===== src/rtl/scpt_pkg.sv =====
// Constants for the system clock prescaler and oscillator trim block.
// Assumes one 50 MHz reference clock and an APB register slave.
package scpt_pkg;

    // ------------------------------------------------------------
    // Clock
    // ------------------------------------------------------------
    localparam int         REF_CLK_PERIOD_NS = 20;

    // ------------------------------------------------------------
    // Register map (byte addresses)
    // ------------------------------------------------------------
    localparam int         ADDR_W            = 12;
    localparam logic [11:0] OFS_OSC_TRIM     = 12'h000;
    localparam logic [11:0] OFS_DIV_CTRL     = 12'h004;

    // ------------------------------------------------------------
    // Divider control field layout
    // ------------------------------------------------------------
    localparam int         CTL_CEN_BIT       = 7;
    localparam int         CTL_SEL_MSB       = 3;
    localparam int         SEL_W             = 4;
    localparam int         CNT_W             = 8;
    localparam logic [7:0] CTL_UNLOCK_VALUE  = 8'h80;

    // ------------------------------------------------------------
    // Division codes and reset values
    // ------------------------------------------------------------
    localparam logic [3:0] SEL_MAX_LEGAL     = 4'h8;
    localparam logic [3:0] SEL_RST_PLAIN     = 4'h0;
    localparam logic [3:0] SEL_RST_DIV8      = 4'h3;

    // ------------------------------------------------------------
    // Timing
    // ------------------------------------------------------------
    localparam logic [1:0] CEN_WINDOW_LAST   = 2'h3;

    typedef enum logic [1:0] {
        SCPT_BUS_IDLE,
        SCPT_BUS_WAIT,
        SCPT_BUS_DONE
    } scpt_bus_t;

endpackage : scpt_pkg


===== src/rtl/scpt_divider.sv =====
// Power-of-two divider that emits one tick per divided clock period.
// Assumes the select input is already limited to legal codes.
`timescale 1ns/1ps
module scpt_divider
    import scpt_pkg::*;
(
    input  wire logic             clk,
    input  wire logic             rst_b,
    input  wire logic [SEL_W-1:0] rst_sel,
    input  wire logic [SEL_W-1:0] new_sel,
    input  wire logic             new_sel_vld,
    output logic                  tick,
    output logic [SEL_W-1:0]      active_sel
);

    logic [CNT_W-1:0] cnt_q;
    logic [CNT_W-1:0] cnt_d;
    logic [SEL_W-1:0] act_q;
    logic [SEL_W-1:0] act_d;
    logic [SEL_W-1:0] pend_q;
    logic [SEL_W-1:0] pend_d;
    logic             tick_q;
    logic             tick_d;
    logic [CNT_W-1:0] last_cnt;

    // ------------------------------------------------------------
    // Period length of the active setting
    // ------------------------------------------------------------
    always_comb begin
        last_cnt = CNT_W'((16'h0001 << act_q) - 16'h0001);
    end

    // ------------------------------------------------------------
    // Counter and switch-over
    // ------------------------------------------------------------
    always_comb begin
        cnt_d  = cnt_q + 8'h01;
        act_d  = act_q;
        pend_d = pend_q;
        tick_d = 1'b0;
        if (new_sel_vld) begin
            pend_d = new_sel;
        end
        // switch at boundary
        // New setting is only taken at the end of an old period, so no
        // period is ever shorter than both the old and the new one.
        if (cnt_q == last_cnt) begin
            cnt_d  = '0;
            tick_d = 1'b1;
            act_d  = new_sel_vld ? new_sel : pend_q;
        end
    end

    always_ff @(posedge clk) begin
        if (!rst_b) begin
            cnt_q  <= '0;
            act_q  <= rst_sel;
            pend_q <= rst_sel;
            tick_q <= 1'b0;
        end else begin
            cnt_q  <= cnt_d;
            act_q  <= act_d;
            pend_q <= pend_d;
            tick_q <= tick_d;
        end
    end

    assign tick       = tick_q;
    assign active_sel = act_q;

endmodule : scpt_divider


===== src/rtl/scpt_top.sv =====
// System clock prescaler and RC oscillator trim control with APB access.
// Assumes an APB master on REF_CLK and strap inputs stable during reset.
//
// Function
// - Reset loads the factory calibration byte into the oscillator trim register.
// - Software may write the trim register any time; oscillator follows it.
// - Trim top bit picks low or high overlapping frequency range.
// - Low seven trim bits tune monotonically within the chosen range.
// - Change enable sets only when written one with all other bits zero.
// - Change enable clears four cycles after setting or on select write.
// - Rewriting change enable inside its window neither extends nor clears.
// - Select writes outside the open window are ignored.
// - Reset select is 0000, or 0011 when divide-by-eight fuse programmed.
// - Any select may be written after reset, whatever the fuse.
// - Select gives factor two to its power for 0-8; 9 up reserved.
// - Divided clock drives CPU and peripherals; changeable at run time.
// - Factor changes cause no glitch and no faster intermediate period.
// - New rate active within one old plus one or two new periods.
//
// The address map and the APB interface to the registers were left to the implementer.
`timescale 1ns/1ps
module scpt_top
    import scpt_pkg::*;
(
    input  wire logic              REF_CLK,
    input  wire logic              RST_B,
    input  wire logic [7:0]        FACTORY_TRIM,
    input  wire logic              DIV8_FUSE,
    input  wire logic              PSEL,
    input  wire logic              PENABLE,
    input  wire logic              PWRITE,
    input  wire logic [ADDR_W-1:0] PADDR,
    input  wire logic [31:0]       PWDATA,
    output logic [31:0]            PRDATA,
    output logic                   PREADY,
    output logic                   PSLVERR,
    output logic [7:0]             OSC_TRIM,
    output logic                   SYS_CLK_TICK,
    output logic [SEL_W-1:0]       DIV_SEL_ACTIVE
);

    // ------------------------------------------------------------
    // Declarations
    // ------------------------------------------------------------
    scpt_bus_t        bus_q;
    scpt_bus_t        bus_d;
    logic [31:0]      rdata_q;
    logic [31:0]      rdata_d;
    logic             slverr_q;
    logic             slverr_d;

    logic [7:0]       trim_q;
    logic [7:0]       trim_d;
    logic [SEL_W-1:0] sel_q;
    logic [SEL_W-1:0] sel_d;
    logic             cen_q;
    logic             cen_d;
    logic [1:0]       cen_cnt_q;
    logic [1:0]       cen_cnt_d;

    logic             hit_trim;
    logic             hit_ctrl;
    logic             commit;
    logic             wr_trim;
    logic             wr_ctrl;
    logic [7:0]       wbyte;
    logic             wr_unlock;
    logic             wr_select;
    logic             sel_load;
    logic [SEL_W-1:0] sel_to_div;
    logic [SEL_W-1:0] sel_rst;
    logic [7:0]       ctrl_view;

    // ------------------------------------------------------------
    // Address decode
    // ------------------------------------------------------------
    always_comb begin
        hit_trim = (PADDR == OFS_OSC_TRIM);
        hit_ctrl = (PADDR == OFS_DIV_CTRL);
        wbyte    = PWDATA[7:0];
    end

    // ------------------------------------------------------------
    // APB handshake
    // ------------------------------------------------------------
    // One wait state lets read data and the error flag leave flops.
    always_comb begin
        bus_d    = bus_q;
        rdata_d  = rdata_q;
        slverr_d = slverr_q;
        commit   = 1'b0;
        unique case (bus_q)
            SCPT_BUS_IDLE: begin
                if (PSEL && PENABLE) begin
                    bus_d    = SCPT_BUS_WAIT;
                    slverr_d = !(hit_trim || hit_ctrl);
                    rdata_d  = '0;
                    if (!PWRITE && hit_trim) begin
                        rdata_d = {24'h000000, trim_q};
                    end
                    if (!PWRITE && hit_ctrl) begin
                        rdata_d = {24'h000000, ctrl_view};
                    end
                end
            end
            SCPT_BUS_WAIT: begin
                commit   = 1'b1;
                bus_d    = SCPT_BUS_DONE;
            end
            SCPT_BUS_DONE: begin
                bus_d    = SCPT_BUS_IDLE;
                slverr_d = 1'b0;
                rdata_d  = '0;
            end
        endcase
    end

    always_ff @(posedge REF_CLK) begin
        if (!RST_B) begin
            bus_q    <= SCPT_BUS_IDLE;
            rdata_q  <= '0;
            slverr_q <= 1'b0;
        end else begin
            bus_q    <= bus_d;
            rdata_q  <= rdata_d;
            slverr_q <= slverr_d;
        end
    end

    // ------------------------------------------------------------
    // Write strobes
    // ------------------------------------------------------------
    // Writes take effect only at the edge where PREADY is sampled high.
    always_comb begin
        wr_trim   = commit && PWRITE && hit_trim;
        wr_ctrl   = commit && PWRITE && hit_ctrl;
        wr_unlock = wr_ctrl && (wbyte == CTL_UNLOCK_VALUE);
        wr_select = wr_ctrl && !wbyte[CTL_CEN_BIT];
    end

    // ------------------------------------------------------------
    // Oscillator trim
    // ------------------------------------------------------------
    always_comb begin
        trim_d = trim_q;
        if (wr_trim) begin
            trim_d = wbyte;
        end
    end

    always_ff @(posedge REF_CLK) begin
        if (!RST_B) begin
            trim_q <= FACTORY_TRIM;
        end else begin
            trim_q <= trim_d;
        end
    end

    // ------------------------------------------------------------
    // Change enable window
    // ------------------------------------------------------------
    always_comb begin
        cen_d     = cen_q;
        cen_cnt_d = cen_cnt_q;
        if (cen_q) begin
            cen_cnt_d = cen_cnt_q + 2'h1;
            if (cen_cnt_q == CEN_WINDOW_LAST) begin
                cen_d = 1'b0;
            end
            if (wr_select) begin
                cen_d = 1'b0;
            end
        end else if (wr_unlock) begin
            cen_d     = 1'b1;
            cen_cnt_d = '0;
        end
        if (!cen_d) begin
            cen_cnt_d = '0;
        end
    end

    always_ff @(posedge REF_CLK) begin
        if (!RST_B) begin
            cen_q     <= 1'b0;
            cen_cnt_q <= '0;
        end else begin
            cen_q     <= cen_d;
            cen_cnt_q <= cen_cnt_d;
        end
    end

    // ------------------------------------------------------------
    // Division select
    // ------------------------------------------------------------
    always_comb begin
        sel_rst  = DIV8_FUSE ? SEL_RST_DIV8 : SEL_RST_PLAIN;
        sel_d    = sel_q;
        sel_load = 1'b0;
        if (wr_select && cen_q) begin
            sel_d    = wbyte[CTL_SEL_MSB:0];
            sel_load = 1'b1;
        end
        // reserved codes clamp
        // Reserved codes read back as written but run at the slowest rate.
        sel_to_div = (sel_d > SEL_MAX_LEGAL) ? SEL_MAX_LEGAL : sel_d;
        ctrl_view  = {cen_q, 3'h0, sel_q};
    end

    always_ff @(posedge REF_CLK) begin
        if (!RST_B) begin
            sel_q <= sel_rst;
        end else begin
            sel_q <= sel_d;
        end
    end

    // ------------------------------------------------------------
    // Divider
    // ------------------------------------------------------------
    // run-time divided tick
    scpt_divider u_div (
        .clk         (REF_CLK),
        .rst_b       (RST_B),
        .rst_sel     (sel_rst),
        .new_sel     (sel_to_div),
        .new_sel_vld (sel_load),
        .tick        (SYS_CLK_TICK),
        .active_sel  (DIV_SEL_ACTIVE)
    );

    // ------------------------------------------------------------
    // Outputs
    // ------------------------------------------------------------
    // bit 7 is range select
    assign OSC_TRIM = trim_q;
    assign PRDATA   = rdata_q;
    assign PREADY   = (bus_q == SCPT_BUS_WAIT);
    assign PSLVERR  = slverr_q && (bus_q == SCPT_BUS_WAIT);

endmodule : scpt_top


===== config.mk =====
export PLATFORM = sky130hd
export DESIGN_NAME = scpt_top
export DESIGN_NICKNAME = d
export VERILOG_FILES = /design/src/rtl/scpt_pkg.sv /design/src/rtl/scpt_divider.sv /design/src/rtl/scpt_top.sv
export SDC_FILE = /design/constraint.sdc
export NUM_CORES = 1
export LEC_CHECK = 0
export BUFFER_PORTS_ARGS = -buffer_cell sky130_fd_sc_hd__buf_2
export CORE_ASPECT_RATIO = 1.75
export CORE_UTILIZATION = 43
export DETAILED_ROUTE_END_ITERATION = 6
export PLACE_DENSITY = 0.88
export SYNTH_ARGS = -nofsm -noshare
export SYNTH_HDL_FRONTEND = slang
export SYNTH_SLANG_ARGS = --single-unit

===== constraint.sdc =====
create_clock -name REF_CLK -period 2.8 [get_ports REF_CLK]
set_clock_uncertainty 0.05 [all_clocks]
set_input_delay 0.84 -clock REF_CLK [delete_from_list [all_inputs] [get_ports REF_CLK]]
set_output_delay 0.84 -clock REF_CLK [all_outputs]
set_load 0.01 [all_outputs]

# After elaboration in Yosys (flattened, before gate mapping)
# Index checks and enable logic that the tools add are counted.
# classes
n_reduce_logical,21
shift,1
n_eq_ne,9
muxes,27
add_sub_neg,3
n_lt_le_gt_ge,1
n_bitwise,1
# ops
operator,count
2-to-1 mux 32 bit,2
one-hot mux 32 bit (2 select lines),1
2-to-1 mux 4 bit,7
2-to-1 mux 8 bit,3
"equality test 12 x 3 -> 1 bit, second input constant",1
zero test 12 bit,1
logical AND 1 bit,10
"adder 8 x 1 -> 8 bit, second input constant",1
equality test 8 bit,1
"equality test 8 bit, second input constant",1
2-to-1 mux 1 bit,8
2-to-1 mux 2 bit,4
"left shift 1 x 4 -> 8 bit, first input constant",1
"subtractor 8 x 1 -> 8 bit, second input constant",1
one-hot mux 2 bit (3 select lines),1
"equality test 2 bit, second input constant",2
"greater-than comparator 4 bit, second input constant",1
"inequality test 2 x 1 -> 1 bit, second input constant",2
AND reduction 2 bit,2
nonzero test 2 bit,2
zero test 1 bit,3
"adder 2 x 1 -> 2 bit, second input constant",1
"equality test 2 x 1 -> 1 bit, second input constant",1
zero test 2 bit,1
other kinds (5),5
# word_totals
out_inout_bits,47
input_bits,58
wordCells,74
register_bits,67

# Longest topological paths before layout
# Gate-level depths: netlist of run 1.
# depth
ltp_word,12
ltp_mapped,9
depth_no_buf,8

# Cells and area by module
# Synthesis of run 1 repeated with hierarchy kept, for this count alone.
# hier_totals
cells_unflattened,247
hier_area_um2,2532.4
# by_module_without_submodules
module,seq_area_each_um2,cells_per_inst,area_each_um2,n_inst
scpt_top,600.6,145,1561.5,1
scpt_divider,380.4,102,970.9,1

# Worst setup path before layout of run 1
# Ideal clock, no wire load.
# synth_path
path_kind,reg-to-reg
startpoint,reg u_div.act_q[1] (netlist: u_div.active_sel[1])
endpoint,"reg u_div.act_q[0] (netlist: u_div.active_sel[0]), enable pin"
required_ps,2439
path_buffers,1
path_slack_ps,66
t_arrival_ps,2374
setup_ps,311
path_stages_with_launch,10
path_cell_list,edfxtp_1 buf_6 nor3_4 nand2b_2 ha_1 nor2b_1 a221oi_2 nand4_1 a2111oi_4 nand2b_1
# synth_between
elab_chain_cells,4
# synth_lines
item,line,text
from (decl),scpt_divider.sv:18,logic [SEL_W-1:0] act_q;
from (signal assigned),scpt_divider.sv:57,act_q <= rst_sel;
from (signal assigned),scpt_divider.sv:62,act_q <= act_d;
left shift 1 x 4 -> 8 bit,scpt_divider.sv:30,last_cnt = CNT_W'((16'h0001 << act_q) - 16'h0001);
subtractor 8 x 1 -> 8 bit,scpt_divider.sv:30,
equality test 8 bit,scpt_divider.sv:47,if (cnt_q == last_cnt) begin
inequality test 2 x 1 -> 1 bit (no line),--,
# No other way between the ends.
# A chain may end at the register's enable or synchronous reset.

# Worst setup path in the final report of run 1
# layout_path
startpoint,reg u_div.act_q[3] (netlist: u_div.active_sel[3])
endpoint,"reg u_div.act_q[0] (netlist: u_div.active_sel[0]), enable pin"
# The elaborated chain is that of the path after synthesis.

==> results of run 1 <==
## final cells by class
type / instances / area, µm²
Timing Repair Buffer: 66 / 355
Fill cell: 482 / 2540
Multi-Input combinational cell: 175 / 1220
Clock buffer: 6 / 72.6
Sequential cell: 43 / 981
Inverter: 7 / 26.3
Tap cell: 74 / 92.6
Clock inverter: 2 / 12.5
## layer usage
layer,up-vias,routed length (µm),part of all wire,GRT usage
met2,76,2660,0.54,0.333
met1,896,1890,0.38,0.184
met3,14,267,0.054,0.0399
li1,911,-,-,-
met5,-,0,0,0
met4,0,151,0.030,0.0769
## report_power, final
part | internal (mW) | switching, mW
clock network | 0.174 | 0.209
logic | 0.103 | 0.145
registers | 0.674 | 0.0259
## worst paths after layout
check | end | cells after the start | start | slack, ns
worst max register to register | u_div.active_sel[0]$_DFFE_PP_ | 8 | u_div.active_sel[3]$_SDFFCE_PN0P_ | 0.21
worst max-delay path | u_div.active_sel[0]$_DFFE_PP_ | 8 | u_div.active_sel[3]$_SDFFCE_PN0P_ | 0.21
worst min register to register | cen_cnt_q[0]$_SDFFE_PN0P_ | 1 | cen_cnt_q[0]$_SDFFE_PN0P_ | 0.38
worst min-delay path | cen_cnt_q[0]$_SDFFE_PN0P_ | 1 | cen_cnt_q[0]$_SDFFE_PN0P_ | 0.38
## cells in the mapped netlist, types with 5 or more instances
cell	number
mux2_2	13
a21oi_1	5
dfxtp_1	31
xnor2_1	7
a22oi_1	7
ha_1	7
edfxtp_1	12
nand2_1	16
mux2i_1	5
inv_1	7
nor2_1	13
nor2b_1	15
nand3_1	9
buf_4	26
## metrics by stage
step	instances	utilization	cell area, µm²
after global routing	373	0.521	2760
final	373	0.521	2760
after floorplan	258	-	2460
after detailed placement	365	0.505	2670
after global placement	365	0.505	2670
after CTS	373	0.521	2760
## sequential cells by signal, indices dropped and copies added (netlist names)
name / flops
sel_q: 4
u_div.cnt_q: 8
u_div.pend_q: 4
u_div.tick: 1
slverr_q: 1
bus_q: 2
cen_cnt_q: 2
OSC_TRIM: 8
u_div.active_sel: 4
cen_q: 1
PRDATA: 8
## logic make-up after synthesis
family | Yosys count
AO/OA/AOI/OAI | 31
adder cells (fa/ha/maj) | 7
buffers and inverters | 40
multiplexers | 18
XOR/XNOR | 10
flip-flops | 43
other | 1
AND/OR/NAND/NOR | 85
==> metrics.log, run 1 <==
INFO  metric outcome = completed
INFO  metric slowest_delay = 0.43 ns
INFO  metric finalWirelength = 4970 µm
INFO  metric pins_over_their_slew_limit = 0
INFO  metric layout_commonest_cell = buf_2
INFO  metric pre_cts_ws = 0.104 ns
INFO  metric die_h = 100 µm
INFO  metric total_setup_violations_reported_at_the_end_of_the_flow = 0
INFO  metric total_negative_slack = 0 ns
INFO  metric design.final.nets = 363
INFO  metric worst_slew_pin_slew = 0.632 ns
INFO  metric buffer_count_from_post_cts_setup_fixing = 0
INFO  metric path_clk_slew = 0.08 ns
INFO  metric synthDominantCellAreaShare = 0.262
INFO  metric final.setup.worst_slack = 0.211 ns
INFO  metric cts_num_sinks = 43
INFO  metric buffer_ports.inserted = 56
INFO  metric insertion_delay = 0.30 ns
INFO  metric peakVddDrop = 0.000366 V
INFO  metric ant_nets = 0
INFO  metric cts_buffers = 5
INFO  metric wire_per_inst = 13.3 µm
INFO  metric netlist_top_cells_area = dfxtp_1, edfxtp_1, buf_4
INFO  metric synth_xor_area_frac = 0.0369
INFO  metric power.density_cell_area = 482 nW/µm²
INFO  metric cts-htree-levels = 2
INFO  metric drive_above_1_share = 0.321
INFO  metric report.final.hold_viol_count = 0
INFO  metric timing.final.crit_share = 0.925
INFO  metric initial_core_util = 0.447
INFO  metric number_of_antenna_violations_at_the_first_check_in_global_routing = 0
INFO  metric worst-setup-path-type = reg2reg
INFO  metric syn-cell-area = 2370 µm²
INFO  metric cell_at_the_slowest_stage_of_the_critical_path = edfxtp_1
INFO  metric die-area = 5830 µm²
INFO  metric area_growth = 16.4%
INFO  metric synth_async_sr_flop_share = 0
INFO  metric yosysUniqueCellTypes = 51
INFO  metric io-pin-count = 105
INFO  metric post_synth.cell_area_avg = 10.1 µm²
INFO  metric dominant_combinational_cell_family_by_area_after_synthesis = simple AND/OR/NAND/NOR gates
INFO  metric worstPathMaxFanout = 5
INFO  metric routed_via_density = 5.09
INFO  metric cts_hold_buf = 0
INFO  metric grt_pass1_wl = 8130 µm
INFO  metric timing.critical_path.max_delay_family = simple AND/OR/NAND/NOR gates
INFO  metric overflow = 0
INFO  metric synth_seq_cells = 43
INFO  metric unrepaired_setup_endpoints_after_global_routing = no
INFO  metric antenna_cells = 0
INFO  metric finalWeightedCongestion = 0.819
INFO  metric detailed_place_hpwl = 3860 µm
INFO  metric grt_max_degree = 30
INFO  metric p_total = 1.33 mW
INFO  metric worstPathBufferInverterCount = 0
INFO  metric fp-row-count = 35
INFO  metric synth_edf_count = 12
INFO  metric clockBufferDepth = 2
INFO  metric timing.critical_path.cells = nor3_4 > nand2b_2 > ha_1 > nor2b_1 > a221oi_2 > nand4_1 > a2111oi_4 > nand2b_1
INFO  metric clk_root_buffer_cell = clkbuf_8
INFO  metric slew-limit-headroom = 0.576
INFO  metric yosys-mux-area-fraction = 0.0828
INFO  metric num_vias = 1897
INFO  metric cell_taking_the_most_area_after_synthesis = dfxtp_1
INFO  metric sequential_cell_area_fraction_in_the_yosys_report = 0.414
INFO  metric critPathCaptureType = flop
INFO  metric die_x = 58.1 µm
INFO  metric synth_area_in_compound_gates = 0.106
INFO  metric cts_tree = yes
INFO  metric holdWs = 0.380 ns
INFO  metric iter_0_drt_violations = 58
INFO  metric track_usage = 0.178
INFO  metric sort_of_element_at_the_start_of_the_critical_path = flop
INFO  metric yosysWarnings = 0
INFO  metric grt_pass1_vias = 1827
INFO  metric hp-class = reg2reg
INFO  metric design.core.area = 5300 µm²
INFO  metric maxCapViolCount = 0
INFO  metric final.min_clock_period = 2.59 ns
INFO  metric post_synth_fa_ha_maj_area_fraction = 0.0369
INFO  metric ys.flop_type = dfxtp_1
INFO  metric leakagePower = 1.19 nW
INFO  metric fraction_of_the_mapped_netlist_area_in_simple_logic_gates = 0.214
INFO  metric worstPathRequired = 2.75 ns
INFO  metric worst-endpoint-arrival = 2.54 ns
INFO  metric drt_pass1_iterations = 4
INFO  metric commonest_cells_after_routing_fill_and_taps_aside = buf_2, dfxtp_1, conb_1
INFO  metric cts_repair_resize_count = 0
INFO  metric postSynthCellCount = 235
INFO  metric route.detailed.drc = 0
INFO  metric maxClockFrequency = 386 MHz
No activity file was read; power rests on OpenSTA's default activity.
==> run 2, diff against run 1 <==
--- a/config.mk
+++ b/config.mk
@@ -9,6 +9,7 @@
 export CORE_ASPECT_RATIO = 1.75
 export CORE_UTILIZATION = 43
 export DETAILED_ROUTE_END_ITERATION = 6
+export GPL_TIMING_DRIVEN = 0
 export PLACE_DENSITY = 0.88
 export SYNTH_ARGS = -nofsm -noshare
 export SYNTH_HDL_FRONTEND = slang
==> run 2 against run 1 <==
  * Wire length increased by 8.0%
  * Flip-flop and latch count unchanged
  * Worst hold slack got worse by 0.0011 ns
  * Register-to-register slack got worse by 0.05 ns
  * Sequential share of layout area decreased by 2.3 points
  * Cell area increased by 6.8%
  * Non-clock buffer count increased by 23
  * Utilization increased by 3.6 points
  * Combinational power increased by 10%
  * Critical endpoint is now OSC_TRIM[1]$_DFFE_PP_
  * Highest routed layer unchanged
==> metrics.log, run 2 (synthesis gave the netlist of run 1 again) <==
INFO  metric grt_pass1_vias = 1837
INFO  metric cts_buffers = 5
INFO  metric maxClockFrequency = 372 MHz
INFO  metric cts_tree = yes
INFO  metric design.final.nets = 386
INFO  metric finish.cell_count_without_fillers = 396
INFO  metric fp-row-count = 35
INFO  metric cts_num_sinks = 43
INFO  metric die_h = 100 µm
INFO  metric maxCapViolCount = 0
INFO  metric area_growth = 24.3%
INFO  metric timing.critical_path.cells = buf_2 > nor4_2 > nand3_1 > o31ai_1
INFO  metric hp-class = reg2reg
INFO  metric peakVddDrop = 0.000352 V
INFO  metric commonest_cells_after_routing_fill_and_taps_aside = buf_2, dfxtp_1, buf_4
INFO  metric path_clk_slew = 0.08 ns
INFO  metric unrepaired_setup_endpoints_after_global_routing = no
INFO  metric final.setup.worst_slack = 0.110 ns
INFO  metric timing.critical_path.max_delay_family = compound AO/OA/AOI/OAI gates
INFO  metric finish.utilization = 0.556
INFO  metric antenna_cells = 0
INFO  metric holdWs = 0.378 ns
INFO  metric worstPathMaxFanout = 8
INFO  metric routed_via_density = 4.95
INFO  metric final.min_clock_period = 2.69 ns
INFO  metric pins_over_their_slew_limit = 0
INFO  metric fill_cells = 467
INFO  metric timing.final.crit_share = 0.961
INFO  metric iter_0_drt_violations = 81
INFO  metric buffer_ports.inserted = 55
INFO  metric number_of_antenna_violations_at_the_first_check_in_global_routing = 0
INFO  metric worst-endpoint-arrival = 2.55 ns
INFO  metric detailed_place_hpwl = 4200 µm
INFO  metric layout_commonest_cell = buf_2
INFO  metric power.density_cell_area = 486 nW/µm²
INFO  metric cell_at_the_slowest_stage_of_the_critical_path = o31ai_1
INFO  metric grt_pass1_wl = 8580 µm
INFO  metric wire_per_inst = 13.6 µm
INFO  metric num_vias = 1962
INFO  metric die_x = 58.1 µm
INFO  metric outcome = completed
INFO  metric cts-htree-levels = 2
INFO  metric initial_core_util = 0.447
INFO  metric place_inst = 387
INFO  metric multi_input_area = 1220 µm²
INFO  metric finalWeightedCongestion = 0.793
INFO  metric clk_root_buffer_cell = clkbuf_8
INFO  metric insertion_delay = 0.29 ns
INFO  metric route.detailed.drc = 0
INFO  metric track_usage = 0.193
INFO  metric grt_max_degree = 14
INFO  metric leakagePower = 1.32 nW
INFO  metric finalWirelength = 5370 µm
INFO  metric clockBufferDepth = 2
INFO  metric sort_of_element_at_the_start_of_the_critical_path = input pin
INFO  metric postPlaceCellArea = 2830 µm²
INFO  metric worstPathRequired = 2.66 ns
INFO  metric area.sequential = 981 µm²
INFO  metric drive_above_1_share = 0.363
INFO  metric worst-setup-path-type = in2reg
INFO  metric report.final.hold_viol_count = 0
INFO  metric total_negative_slack = 0 ns
INFO  metric worst_slew_pin_slew = 1.22 ns
INFO  metric design.core.area = 5300 µm²
INFO  metric critPathCaptureType = flop
INFO  metric slowest_delay = 1.05 ns
INFO  metric die-area = 5830 µm²
INFO  metric io-pin-count = 105
INFO  metric ant_nets = 0
INFO  metric overflow = 0
INFO  metric pre_cts_ws = -0.223 ns
INFO  metric cts_hold_buf = 0
INFO  metric drt_pass1_iterations = 4
INFO  metric final_design_area_no_fill = 2950 µm²
INFO  metric p_total = 1.43 mW
INFO  metric slew-limit-headroom = 0.178
INFO  metric worstPathBufferInverterCount = 1
INFO  metric total_setup_violations_reported_at_the_end_of_the_flow = 0
## run 2: cell count changes in the layout (fill, tap and decap cells not counted), sizes merged
cell and change:
clkbuf +5, buf +19, clkinvlp -1
## run 2: final cells by class
| cell class | count | share of cell area |
|---|---|---|
| repair buffers | 56 | 0.0959 |
| plain buffers | 33 | 0.0785 |
| well taps | 74 | 0.0314 |
| flip-flops and latches | 43 | 0.333 |
| inverters | 7 | 0.00891 |
| clock buffers | 7 | 0.0365 |
| clock inverters | 1 | 0.00170 |
| multi-input cells | 175 | 0.414 |
## run 2: worst paths after layout
| path | depth (start not counted) | endpoint | slack (ns) | from |
|---|---|---|---|---|
| setup / recovery | 4 | OSC_TRIM[1]$_DFFE_PP_ | 0.11 | PADDR[6] |
| hold / removal | 1 | cen_cnt_q[0]$_SDFFE_PN0P_ | 0.38 | cen_cnt_q[0]$_SDFFE_PN0P_ |
| setup reg to reg | 9 | u_div.active_sel[2]$_SDFFCE_PN0P_ | 0.16 | u_div.active_sel[1]$_DFFE_PP_ |
| hold reg to reg | 1 | cen_cnt_q[0]$_SDFFE_PN0P_ | 0.38 | cen_cnt_q[0]$_SDFFE_PN0P_ |
## run 2: metal layers
metal	GRT usage	vias up	wire length (µm)
li1	-	959	-
met1	0.196	890	1930
met2	0.360	98	2940
met3	0.0284	15	315
met4	0.110	0	184
met5	0	-	0
## run 2: repair_timing
action,CTS,global route
endpoints found under the hold margin,0,0
endpoints found under the setup margin,4,4
resized for setup,0,1
pin swaps,1,0
setup buffers,1,0
## run 2: power by group
group | internal, mW | switching (mW) | leakage, nW | total, mW
Clock | 0.253 | 0.204 | 0.0594 | 0.457
Sequential | 0.674 | 0.0282 | 0.370 | 0.703
Combinational | 0.123 | 0.150 | 0.894 | 0.273
